## config.mk

```make
export PLATFORM = sky130hd
export DESIGN_NAME = fppio_top
export DESIGN_NICKNAME = d
export VERILOG_FILES = /design/src/rtl/fppio_pkg.sv /design/src/rtl/fppio_pin.sv /design/src/rtl/fppio_ahb.sv /design/src/rtl/fppio_top.sv
export SDC_FILE = /design/constraint.sdc
export NUM_CORES = 1
export LEC_CHECK = 0
export ABC_AREA = 1
export BUFFER_PORTS_ARGS = -buffer_cell sky130_fd_sc_hd__buf_2
export CORE_UTILIZATION = 50
export DETAILED_ROUTE_END_ITERATION = 12
export HOLD_SLACK_MARGIN = 0.08
export PLACE_DENSITY = 0.85
export SYNTH_ARGS = -nofsm -noshare
export SYNTH_HDL_FRONTEND = slang
export SYNTH_SLANG_ARGS = --single-unit
export TNS_END_PERCENT = 10
```

## constraint.sdc

```tcl
create_clock -name hclk -period 2.3 [get_ports hclk]
set_input_delay 0.46 -clock hclk [delete_from_list [all_inputs] [get_ports hclk]]
set_output_delay 0.46 -clock hclk [all_outputs]
set_load 0.03 [all_outputs]
```

## src/rtl/fppio_pkg.sv

```systemverilog
package fppio_pkg;
   // register indexes; some printed offsets are not word aligned,
   // so each register sits alone in lane 0 at byte address four times its index
   localparam logic [7:0] ADDR_PORT_A_LATCH     = 8'h00;
   localparam logic [7:0] ADDR_PORT_B_LATCH     = 8'h01;
   localparam logic [7:0] ADDR_PORT_C_LATCH     = 8'h02;
   localparam logic [7:0] ADDR_PORT_D_LATCH     = 8'h03;
   localparam logic [7:0] ADDR_PORT_A_DIRECTION = 8'h04;
   localparam logic [7:0] ADDR_PORT_B_DIRECTION = 8'h05;
   localparam logic [7:0] ADDR_PORT_C_DIRECTION = 8'h06;
   localparam logic [7:0] ADDR_PORT_D_DIRECTION = 8'h07;
   localparam logic [7:0] ADDR_PORT_E_LATCH     = 8'h08;
   localparam logic [7:0] ADDR_PORT_E_DIRECTION = 8'h0C;
   localparam logic [7:0] ADDR_PORT_A_PULLUP    = 8'h0D;
   localparam logic [7:0] ADDR_PORT_C_PULLUP    = 8'h0E;
   localparam logic [7:0] ADDR_PORT_D_PULLUP    = 8'h0F;
   // implemented bits per port
   localparam int WIDTH_A = 4;
   localparam int WIDTH_B = 6;
   localparam int WIDTH_C = 2;
   localparam int WIDTH_D = 7;
   localparam int WIDTH_E = 2;
   localparam int PIN_COUNT = 21;
   // reset values and htrans codes
   localparam logic [7:0] DIRECTION_RESET = 8'h00;
   localparam logic [7:0] PULLUP_RESET    = 8'h00;
   localparam logic [1:0] HTRANS_NONSEQ   = 2'b10;
   localparam logic [1:0] HTRANS_SEQ      = 2'b11;
endpackage

```

## src/rtl/fppio_pin.sv

```systemverilog
`timescale 1ns/10ps
`default_nettype none
module fppio_pin #(
   parameter int W  = 8,
   parameter bit PU = 1'b0
) (
   // register state
   input  wire logic [W-1:0] latch,
   input  wire logic [W-1:0] direction,
   input  wire logic [W-1:0] pullup_enable,
   // pins
   input  wire logic [W-1:0] pin_in,
   output logic      [W-1:0] pin_out,
   output logic      [W-1:0] pin_oe_n,
   output logic      [W-1:0] pin_pullup,
   // read view
   output logic      [W-1:0] read_value
);
   assign pin_out    = latch;
   assign pin_oe_n   = ~direction;
   // pullup only while input, dropped automatically on output
   assign pin_pullup = PU ? (pullup_enable & ~direction) : '0;
   assign read_value = (direction & latch) | (~direction & pin_in);
endmodule
`default_nettype wire

```

## src/rtl/fppio_ahb.sv

```systemverilog
`timescale 1ns/10ps
`default_nettype none
module fppio_ahb
   import fppio_pkg::*;
(
   // clock and reset
   input  wire logic        hclk,
   input  wire logic        hresetn,
   // ahb slave side
   input  wire logic        hsel,
   input  wire logic [31:0] haddr,
   input  wire logic [1:0]  htrans,
   input  wire logic        hwrite,
   input  wire logic        hready,
   // decoded data phase
   output logic             wr_phase,
   output logic [7:0]       wr_index
);
   logic       wr_pend_reg;
   logic [7:0] wr_addr_reg;
   // writes land in the data phase, when hwdata is valid
   always_ff @(posedge hclk or negedge hresetn) begin
      if (!hresetn) begin
         wr_pend_reg <= 1'b0;
         wr_addr_reg <= 8'h00;
      end else if (hready) begin
         wr_pend_reg <= hsel & hwrite & (htrans == HTRANS_NONSEQ || htrans == HTRANS_SEQ);
         wr_addr_reg <= haddr[9:2];
      end
   end
   assign wr_phase = wr_pend_reg;
   assign wr_index = wr_addr_reg;
endmodule
`default_nettype wire

```

## src/rtl/fppio_top.sv

```systemverilog
// Register access over AHB-Lite is this design's own decision.
`timescale 1ns/10ps
`default_nettype none
// Behaviour
// twenty-one bidirectional pins in ports A to E, each with latch and direction bit
// each pin individually selectable as input or output by its direction bit
// only ports A, C, D have per-bit pullups, active only as inputs
// pullup forced off while direction is output, restored on return to input
// software should make unbonded pins outputs to avoid floating inputs
// port A pullup register holds bits 3..0, upper zero, reset zero
// port C pullup register holds bits 1..0, rest zero, reset zero
// port D pullup register holds bits 6..0, bit 7 zero, reset zero
// port D direction holds bits 6..0, bit 7 zero, reset makes inputs
// direction one enables output driver, zero makes pin an input
// data read gives latch for outputs, pin level for inputs; writes hit latch
// data latches keep contents through reset; direction registers clear
// unimplemented bits read zero and ignore writes
module fppio_top
   import fppio_pkg::*;
(
   // clock and reset
   input  wire logic                  hclk,
   input  wire logic                  hresetn,
   // ahb-lite slave
   input  wire logic                  hsel,
   input  wire logic [31:0]           haddr,
   input  wire logic [1:0]            htrans,
   input  wire logic                  hwrite,
   input  wire logic [2:0]            hsize,
   input  wire logic                  hready,
   input  wire logic [31:0]           hwdata,
   output logic      [31:0]           hrdata,
   output logic                       hreadyout,
   output logic                       hresp,
   // port a pins
   input  wire logic [fppio_pkg::WIDTH_A-1:0] port_a_in,
   output logic      [fppio_pkg::WIDTH_A-1:0] port_a_out,
   output logic      [fppio_pkg::WIDTH_A-1:0] port_a_oe_n,
   output logic      [fppio_pkg::WIDTH_A-1:0] port_a_pullup,
   // port b pins
   input  wire logic [fppio_pkg::WIDTH_B-1:0] port_b_in,
   output logic      [fppio_pkg::WIDTH_B-1:0] port_b_out,
   output logic      [fppio_pkg::WIDTH_B-1:0] port_b_oe_n,
   // port c pins
   input  wire logic [fppio_pkg::WIDTH_C-1:0] port_c_in,
   output logic      [fppio_pkg::WIDTH_C-1:0] port_c_out,
   output logic      [fppio_pkg::WIDTH_C-1:0] port_c_oe_n,
   output logic      [fppio_pkg::WIDTH_C-1:0] port_c_pullup,
   // port d pins
   input  wire logic [fppio_pkg::WIDTH_D-1:0] port_d_in,
   output logic      [fppio_pkg::WIDTH_D-1:0] port_d_out,
   output logic      [fppio_pkg::WIDTH_D-1:0] port_d_oe_n,
   output logic      [fppio_pkg::WIDTH_D-1:0] port_d_pullup,
   // port e pins
   input  wire logic [fppio_pkg::WIDTH_E-1:0] port_e_in,
   output logic      [fppio_pkg::WIDTH_E-1:0] port_e_out,
   output logic      [fppio_pkg::WIDTH_E-1:0] port_e_oe_n
);
   import fppio_pkg::*;

   ////////////////////////////////////////////////////////////////////////////
   // register state
   // latches: no reset at all, contents survive a system reset
   logic [WIDTH_A-1:0] lat_a_reg;
   logic [WIDTH_B-1:0] lat_b_reg;
   logic [WIDTH_C-1:0] lat_c_reg;
   logic [WIDTH_D-1:0] lat_d_reg;
   logic [WIDTH_E-1:0] lat_e_reg;
   logic [WIDTH_A-1:0] dir_a_reg;
   logic [WIDTH_B-1:0] dir_b_reg;
   logic [WIDTH_C-1:0] dir_c_reg;
   logic [WIDTH_D-1:0] dir_d_reg;
   logic [WIDTH_E-1:0] dir_e_reg;
   logic [WIDTH_A-1:0] pue_a_reg;
   logic [WIDTH_C-1:0] pue_c_reg;
   logic [WIDTH_D-1:0] pue_d_reg;

   logic       wr_phase;
   logic [7:0] wr_index;
   logic [7:0] wbyte;
   logic [7:0] rd_next;
   logic [7:0] rd_reg;
   logic [WIDTH_A-1:0] rv_a;
   logic [WIDTH_B-1:0] rv_b;
   logic [WIDTH_C-1:0] rv_c;
   logic [WIDTH_D-1:0] rv_d;
   logic [WIDTH_E-1:0] rv_e;

   // true when register index idx equals register index a
   function automatic logic hit(input logic [7:0] idx, input logic [7:0] a);
      hit = (idx == a);
   endfunction

   ////////////////////////////////////////////////////////////////////////////
   // bus slave
   fppio_ahb u_ahb (
      .hclk     (hclk),
      .hresetn  (hresetn),
      .hsel     (hsel),
      .haddr    (haddr),
      .htrans   (htrans),
      .hwrite   (hwrite),
      .hready   (hready),
      .wr_phase (wr_phase),
      .wr_index (wr_index)
   );
   // zero wait states, always okay; hsize unused since only words are issued
   assign hreadyout = 1'b1;
   assign hresp     = 1'b0;
   assign wbyte     = 8'h00;

   ////////////////////////////////////////////////////////////////////////////
   // data latches, writes always go to the latch
   always_ff @(posedge hclk) begin
      if (wr_phase && hit(wr_index, ADDR_PORT_A_LATCH))
         lat_a_reg <= hwdata[WIDTH_A-1:0];
      if (wr_phase && hit(wr_index, ADDR_PORT_B_LATCH))
         lat_b_reg <= hwdata[WIDTH_B-1:0];
      if (wr_phase && hit(wr_index, ADDR_PORT_C_LATCH))
         lat_c_reg <= hwdata[WIDTH_C-1:0];
      if (wr_phase && hit(wr_index, ADDR_PORT_D_LATCH))
         lat_d_reg <= hwdata[WIDTH_D-1:0];
      if (wr_phase && hit(wr_index, ADDR_PORT_E_LATCH))
         lat_e_reg <= hwdata[WIDTH_E-1:0];
   end

   ////////////////////////////////////////////////////////////////////////////
   // direction registers, cleared so every pin comes up an input
   always_ff @(posedge hclk or negedge hresetn) begin
      if (!hresetn) begin
         dir_a_reg <= DIRECTION_RESET[WIDTH_A-1:0];
         dir_b_reg <= DIRECTION_RESET[WIDTH_B-1:0];
         dir_c_reg <= DIRECTION_RESET[WIDTH_C-1:0];
         dir_d_reg <= DIRECTION_RESET[WIDTH_D-1:0];
         dir_e_reg <= DIRECTION_RESET[WIDTH_E-1:0];
      end else begin
         if (wr_phase && hit(wr_index, ADDR_PORT_A_DIRECTION))
            dir_a_reg <= hwdata[WIDTH_A-1:0];
         if (wr_phase && hit(wr_index, ADDR_PORT_B_DIRECTION))
            dir_b_reg <= hwdata[WIDTH_B-1:0];
         if (wr_phase && hit(wr_index, ADDR_PORT_C_DIRECTION))
            dir_c_reg <= hwdata[WIDTH_C-1:0];
         if (wr_phase && hit(wr_index, ADDR_PORT_D_DIRECTION))
            dir_d_reg <= hwdata[WIDTH_D-1:0];
         if (wr_phase && hit(wr_index, ADDR_PORT_E_DIRECTION))
            dir_e_reg <= hwdata[WIDTH_E-1:0];
      end
   end

   ////////////////////////////////////////////////////////////////////////////
   // pullup enables, ports a, c, d only
   always_ff @(posedge hclk or negedge hresetn) begin
      if (!hresetn) begin
         pue_a_reg <= PULLUP_RESET[WIDTH_A-1:0];
         pue_c_reg <= PULLUP_RESET[WIDTH_C-1:0];
         pue_d_reg <= PULLUP_RESET[WIDTH_D-1:0];
      end else begin
         if (wr_phase && hit(wr_index, ADDR_PORT_A_PULLUP))
            pue_a_reg <= hwdata[WIDTH_A-1:0];
         if (wr_phase && hit(wr_index, ADDR_PORT_C_PULLUP))
            pue_c_reg <= hwdata[WIDTH_C-1:0];
         if (wr_phase && hit(wr_index, ADDR_PORT_D_PULLUP))
            pue_d_reg <= hwdata[WIDTH_D-1:0];
      end
   end

   ////////////////////////////////////////////////////////////////////////////
   // pin logic, one instance per port
   fppio_pin #(.W(WIDTH_A), .PU(1'b1)) u_pa (
      .latch         (lat_a_reg),
      .direction     (dir_a_reg),
      .pullup_enable (pue_a_reg),
      .pin_in        (port_a_in),
      .pin_out       (port_a_out),
      .pin_oe_n      (port_a_oe_n),
      .pin_pullup    (port_a_pullup),
      .read_value    (rv_a)
   );
   fppio_pin #(.W(WIDTH_B), .PU(1'b0)) u_pb (
      .latch         (lat_b_reg),
      .direction     (dir_b_reg),
      .pullup_enable ('0),
      .pin_in        (port_b_in),
      .pin_out       (port_b_out),
      .pin_oe_n      (port_b_oe_n),
      .pin_pullup    (),
      .read_value    (rv_b)
   );
   fppio_pin #(.W(WIDTH_C), .PU(1'b1)) u_pc (
      .latch         (lat_c_reg),
      .direction     (dir_c_reg),
      .pullup_enable (pue_c_reg),
      .pin_in        (port_c_in),
      .pin_out       (port_c_out),
      .pin_oe_n      (port_c_oe_n),
      .pin_pullup    (port_c_pullup),
      .read_value    (rv_c)
   );
   fppio_pin #(.W(WIDTH_D), .PU(1'b1)) u_pd (
      .latch         (lat_d_reg),
      .direction     (dir_d_reg),
      .pullup_enable (pue_d_reg),
      .pin_in        (port_d_in),
      .pin_out       (port_d_out),
      .pin_oe_n      (port_d_oe_n),
      .pin_pullup    (port_d_pullup),
      .read_value    (rv_d)
   );
   fppio_pin #(.W(WIDTH_E), .PU(1'b0)) u_pe (
      .latch         (lat_e_reg),
      .direction     (dir_e_reg),
      .pullup_enable ('0),
      .pin_in        (port_e_in),
      .pin_out       (port_e_out),
      .pin_oe_n      (port_e_oe_n),
      .pin_pullup    (),
      .read_value    (rv_e)
   );

   ////////////////////////////////////////////////////////////////////////////
   // read mux, sampled at the address phase; missing bits read zero
   always_comb begin
      rd_next = 8'h00;
      case (haddr[9:2])
         ADDR_PORT_A_LATCH:     rd_next = 8'(rv_a);
         ADDR_PORT_B_LATCH:     rd_next = 8'(rv_b);
         ADDR_PORT_C_LATCH:     rd_next = 8'(rv_c);
         ADDR_PORT_D_LATCH:     rd_next = 8'(rv_d);
         ADDR_PORT_E_LATCH:     rd_next = 8'(rv_e);
         ADDR_PORT_A_DIRECTION: rd_next = 8'(dir_a_reg);
         ADDR_PORT_B_DIRECTION: rd_next = 8'(dir_b_reg);
         ADDR_PORT_C_DIRECTION: rd_next = 8'(dir_c_reg);
         ADDR_PORT_D_DIRECTION: rd_next = 8'(dir_d_reg);
         ADDR_PORT_E_DIRECTION: rd_next = 8'(dir_e_reg);
         ADDR_PORT_A_PULLUP:    rd_next = 8'(pue_a_reg);
         ADDR_PORT_C_PULLUP:    rd_next = 8'(pue_c_reg);
         ADDR_PORT_D_PULLUP:    rd_next = 8'(pue_d_reg);
         default:               rd_next = wbyte;
      endcase
   end

   // one register per word, so every access is an aligned word
   always_ff @(posedge hclk or negedge hresetn) begin
      if (!hresetn) begin
         rd_reg <= 8'h00;
      end else if (hready && hsel && !hwrite && htrans[1]) begin
         rd_reg <= rd_next;
      end
   end
   // register byte in lane 0; upper lanes always zero
   assign hrdata = {24'h000000, rd_reg};

   // unbonded pins should be set as outputs by software
endmodule
`default_nettype wire

```

Word-level counts from Yosys, hierarchy flattened

Cells that the tools add are included.

Equality and inequality tests: 26
Muxes and demuxes: 1
Bitwise operators: 25
Reductions and logical operators: 20

Operator list:

| cell                 | number |
|---|---|
| $pmux W7 S13         | 1 |
| $eq A8 B4 Y1 const B | 10 |
| $eq A8 B3 Y1 const B | 8 |
| $eq A8 B2 Y1 const B | 4 |
| $and A7 B7 Y7        | 3 |
| $eq A8 B1 Y1 const B | 2 |
| $logic_and A1 B1 Y1  | 16 |
| $logic_not A8 Y1     | 2 |
| $and A4 B4 Y4        | 3 |
| $and A6 B6 Y6        | 2 |
| $and A2 B2 Y2        | 5 |
| $not A7 Y7           | 1 |
| $or A7 B7 Y7         | 1 |
| $not A6 Y6           | 1 |
| $or A6 B6 Y6         | 1 |
| $eq A2 B2 Y1 const B | 2 |
| $not A2 Y2           | 2 |
| $not A4 Y4           | 1 |
| $or A2 B2 Y2         | 2 |
| $or A4 B4 Y4         | 1 |
| $and A1 B1 Y1        | 2 |
| $logic_not A1 Y1     | 1 |
| $logic_or A1 B1 Y1   | 1 |

Register bits after elaboration: 72
Output and inout bits: 89
Logic and storage cells: 88

Logic depth before layout (Yosys ltp)

Depth after elaboration: 4
Depth in mapped cells: 10
Depth with buffers taken out: 9

Cells and area by module

A second synthesis with hierarchy kept.

Cells, all modules: 553
Area, all modules: 4249.1 µm²

By module, submodules not included:

| module           | instances | cells each | area each (µm²) | seq. area each (µm²) |
|---|---|---|---|---|
| fppio_top        | 1         | 373        | 3188.1          | 1656.6 |
| fppio_ahb        | 1         | 39         | 350.3           | 225.2 |
| fppio_pin (u_pd) | 1         | 49         | 227.7           | 0.0 |
| fppio_pin (u_pb) | 1         | 37         | 214.0           | 0.0 |
| fppio_pin (u_pa) | 1         | 28         | 130.1           | 0.0 |
| fppio_pin (u_pe) | 1         | 13         | 73.8            | 0.0 |
| fppio_pin (u_pc) | 1         | 14         | 65.1            | 0.0 |

Least setup slack after synthesis

OpenSTA, ideal clock, no wires.

Path type: register to register
From: register u_ahb.wr_addr_reg[4] (netlist: u_ahb.wr_index[4])
To: register lat_b_reg[0], enable pin
Library setup time: 0.350 ns
Arrival time: 1.153 ns
Required time: 1.950 ns
Slack: 0.797 ns
Stages on the path, launching flop included: 6
Period minus slack after synthesis: 1.503 ns
Cell sequence: dfrtp_1 inv_1 nand4_1 nor4_4 inv_1 nor2_1

Longest elaborated chain between the ends: 2

RTL lines:

| element                | line             | source |
|---|---|---|
| start, declared        | fppio_ahb.sv:20  | `logic [7:0] wr_addr_reg;` |
| start signal, assigned | fppio_ahb.sv:28  | `wr_addr_reg <= haddr[9:2];` |
| $eq A8 B1 Y1           | fppio_top.sv:91  | `hit = (idx == a);` |
| $logic_and A1 B1 Y1    | fppio_top.sv:117 | `if (wr_phase && hit(wr_index, ADDR_PORT_B_LATCH))` |
| end signal, assigned   | fppio_top.sv:118 | `lat_b_reg <= hwdata[WIDTH_B-1:0];` |
| end, declared          | fppio_top.sv:65  | `logic [WIDTH_B-1:0] lat_b_reg;` |

No other way between the ends.
A chain may end at the register's enable or synchronous reset.

Final worst setup path

From: register u_ahb.wr_pend_reg (netlist: u_ahb.wr_phase)
To: register lat_a_reg[0], enable pin

Longest elaborated chain between the ends: 1

RTL lines:

| element                | line             | source |
|---|---|---|
| start, declared        | fppio_ahb.sv:19  | `logic wr_pend_reg;` |
| start signal, assigned | fppio_ahb.sv:27  | `wr_pend_reg <= hsel & hwrite & (htrans == HTRANS_NONSEQ \|\| htrans == HTRANS_SEQ);` |
| $logic_and A1 B1 Y1    | fppio_top.sv:115 | `if (wr_phase && hit(wr_index, ADDR_PORT_A_LATCH))` |
| end signal, assigned   | fppio_top.sv:116 | `lat_a_reg <= hwdata[WIDTH_A-1:0];` |
| end, declared          | fppio_top.sv:64  | `logic [WIDTH_A-1:0] lat_a_reg;` |

No other way between the ends.

==> load_flow_metrics.sql <==
INSERT INTO impl_metrics (metric_group, metric, value, unit) VALUES
('synth', 'syn_avg_cell_area', '7.676', 'um^2'),
('clock_network', 'ctsRootBufferMaster', 'sky130_fd_sc_hd__clkbuf_8', ''),
('clock_network', 'tritoncts', 'built', ''),
('clock_network', 'cts_hold_buffers', '0', ''),
('grt', 'busiest_layer', 'met2', ''),
('sta', 'max_slew.worst_pin.slew', '0.6454', 'ns'),
('placed_design', 'place.port_buffers', '103', ''),
('sta', 'timing.final.crit_period', '1.704', 'ns'),
('clock_network', 'clk_transition_reported_paths', '0.08', 'ns'),
('floorplanning', 'core_area', '0.007370', 'mm^2'),
('power_and_ir_drop', 'power_per_cell_area', '631.0', 'mW/mm^2'),
('synth', 'synth_compound_gate_area_share', '7.777', '%'),
('clock_network', 'clock_sinks', '71', ''),
('synth', 'yosys.area_share.xor_xnor', '0', '%'),
('sta', 'report.final.hold_viol_count', '0', ''),
('drt', 'drcViolationCount', '0', ''),
('synth', 'synthAdderAreaFrac', '0', '%'),
('clock_network', 'buffers_inserted_by_post_cts_timing_repair', '0', ''),
('placed_design', 'pre_cts_ws', '0.4937', 'ns'),
('drt', 'first_iter_violations', '287', ''),
('synth', 'synthTopCellsByCount', 'sky130_fd_sc_hd__nand2_1 (163), sky130_fd_sc_hd__inv_1 (66), sky130_fd_sc_hd__dfrtp_1 (50), sky130_fd_sc_hd__nor2_1 (50), sky130_fd_sc_hd__nand3_1 (43)', ''),
('synth', 'synthArstFlopShare', '70.42', '%'),
('cells_and_area', 'finalNonFillerCells', '715', ''),
('power_and_ir_drop', 'worst_ir_drop_vdd', '0.3867', 'mV'),
('clock_network', 'cts-root-to-sink-buffers', '2', ''),
('sta', 'setup_slack', '0.5963', 'ns'),
('sta', 'fmaxAchievable', '587.0', 'MHz'),
('drt', 'drt-wirelength-per-cell', '14.27', 'um'),
('cells_and_area', 'postLayoutCoreUtil', '62.05', '%'),
('floorplanning', 'starting_density_of_the_core', '52.39', '%'),
('sta', 'rsz0062_at_grt', 'no', ''),
('critical_path', 'timing.critical_path.to_type', 'register', ''),
('flow_run', 'drv.max_cap_violation_count', '0', ''),
('sta', 'totalNegativeSetupSlack', '0', 'ns'),
('grt', 'grt_first_pass_wirelength', '16620', 'um'),
('drt', 'route.antenna.remaining_nets', '0', ''),
('clock_network', 'h_tree_depth_reported_by_cts', '3', ''),
('synth', 'synthTopCellsByArea', 'sky130_fd_sc_hd__dfrtp_1 (32%), sky130_fd_sc_hd__edfxtp_1 (16%), sky130_fd_sc_hd__nand2_1 (16%)', ''),
('synth', 'synth_seq_cells', '71', ''),
('critical_path', 'crit_arrival', '1.70', 'ns'),
('clock_network', 'numCtsBuffers', '9', ''),
('floorplanning', 'placementRows', '31', ''),
('critical_path', 'timing.reg2reg.worst_path_depth', '4', ''),
('sta', 'setup-violations-final', '0', ''),
('critical_path', 'crit_path_end', 'lat_a_reg[0]', ''),
('grt', 'number_of_antenna_violations_at_the_first_check_in_global_routing', '0', ''),
('synth', 'yosys.cell_count.top_type', 'sky130_fd_sc_hd__nand2_1', ''),
('placed_design', 'dpl_cell_area', '0.004375', 'mm^2'),
('synth', 'synthCells', '503', ''),
('synth', 'synthDistinctLibCells', '27', ''),
('synth', 'synth_top_family_by_area', 'simple AND/OR/NAND/NOR gates', ''),
('critical_path', 'cp-startpoint', 'u_ahb.wr_phase', ''),
('critical_path', 'reg2reg_from', 'u_ahb.wr_phase', ''),
('floorplanning', 'fp.dieH', '89.88', 'um'),
('drt', 'route.detailed.vias_per_inst', '5.103', ''),
('grt', 'grt_max_degree', '31', ''),
('clock_network', 'post_cts.resized_instances', '0', ''),
('grt', 'grt_util_met1', '34.92', '%'),
('grt', 'gr-usage-all-layers', '26.41', '%'),
('grt', 'grt_remaining_overflow', '0', ''),
('clock_network', 'clk_latency', '0.35', 'ns'),
('critical_path', 'cp_data_required_time', '2.30', 'ns'),
('synth', 'synthesis.area', '0.003861', 'mm^2'),
('cells_and_area', 'post-route-cell-area', '0.004573', 'mm^2'),
('status', 'run_status', 'completed', ''),
('drt', 'drt_first_pass_iters', '7', ''),
('cells_and_area', 'fraction_of_layout_instances_using_a_drive_strength_above_1', '22.89', '%'),
('cells_and_area', 'antenna-diode-count', '0', ''),
('power_and_ir_drop', 'p_leak', '0.002731', 'uW'),
('synth', 'fraction_of_synthesized_cell_area_taken_by_the_top_area_cell_type', '32.40', '%'),
('critical_path', 'ff2ff_setup_slack', '0.60', 'ns');
-- where the power goes --
| group | switching, uW | total (uW) | internal [uW] |
|---|---|---|---|
| registers | 58.7 | 1410 | 1360 |
| logic | 355 | 475 | 120 |
| clock network | 490 | 996 | 506 |
-- critical path: stages (launching register included) --
cell and delay, ns:
sky130_fd_sc_hd__dfrtp_1 0.46, sky130_fd_sc_hd__nand3_1 0.12, sky130_fd_sc_hd__nor3_2 0.22, sky130_fd_sc_hd__nand3_2 0.15
sky130_fd_sc_hd__nor2_1 0.40
-- through the flow --
stage / total power [uW] / hold WS [ns]
final: 2885 / 0.1125
after global routing: 2990 / 0.1533
after CTS: 2892 / 0.1181
after detailed placement: 1906 / 0.4641
after global placement: 1892 / 0.4654
after floorplan: 1772 / 0.1644
-- layout make-up --
type	count	area [um^2]
clock buffer	10	127.6
timing repair buffer	107	558.0
inverter	67	251.5
multi-input combinational	355	1560
tap	99	123.9
fill	645	2796
sequential	71	1882
clock inverter	6	70.07
-- per-layer routing --
metal | wire length, um | vias to the layer above | share of wire [%]
met1 | 4398 | 1689 | 43
met3 | 677 | 25 | 6.6
met2 | 4839 | 185 | 47
met4 | 288 | 0 | 2.8
met5 | 0 | - | 0
li1 | - | 1750 | -
-- worst min-delay path by stage --
stage / start / end / slack (ns) / depth (start not counted)
after detailed placement: rd_reg[2] / rd_reg[2] / 0.46 / 2
final: hresetn / dir_d_reg[6] / 0.11 / 1
after CTS: hresetn / dir_d_reg[6] / 0.12 / 1
after floorplan: hresetn / dir_a_reg[0] / 0.16 / 0
after global placement: rd_reg[3] / rd_reg[3] / 0.47 / 2
after global routing: hresetn / dir_d_reg[6] / 0.15 / 1
-- placed cells by master (no fill, tap or decap), drive strengths merged --
cell | Yosys | layout
clkinv | 0 | 1
buf | 33 | 107
conb | 2 | 27
inv | 67 | 68
a21oi | 1 | 1
nand2 | 168 | 168
clkinvlp | 0 | 3
clkbuf | 2 | 10
nand4 | 3 | 3
nor3 | 6 | 6
nor2 | 52 | 52
nand3 | 44 | 44
a21boi | 1 | 1
dfrtp | 50 | 50
o21ai | 49 | 49
edfxtp | 21 | 21
o22ai | 2 | 2
nor4 | 1 | 1
o211ai | 1 | 1
bufinv | 0 | 1
-- cells by family after synthesis --
group                  after synthesis
and+or+nand+nor                    274
buffers and inverters              102
DFF                                 71
AOI/OAI and AO/OA                   54
other                                2
No activity file was read; power rests on OpenSTA's default activity.
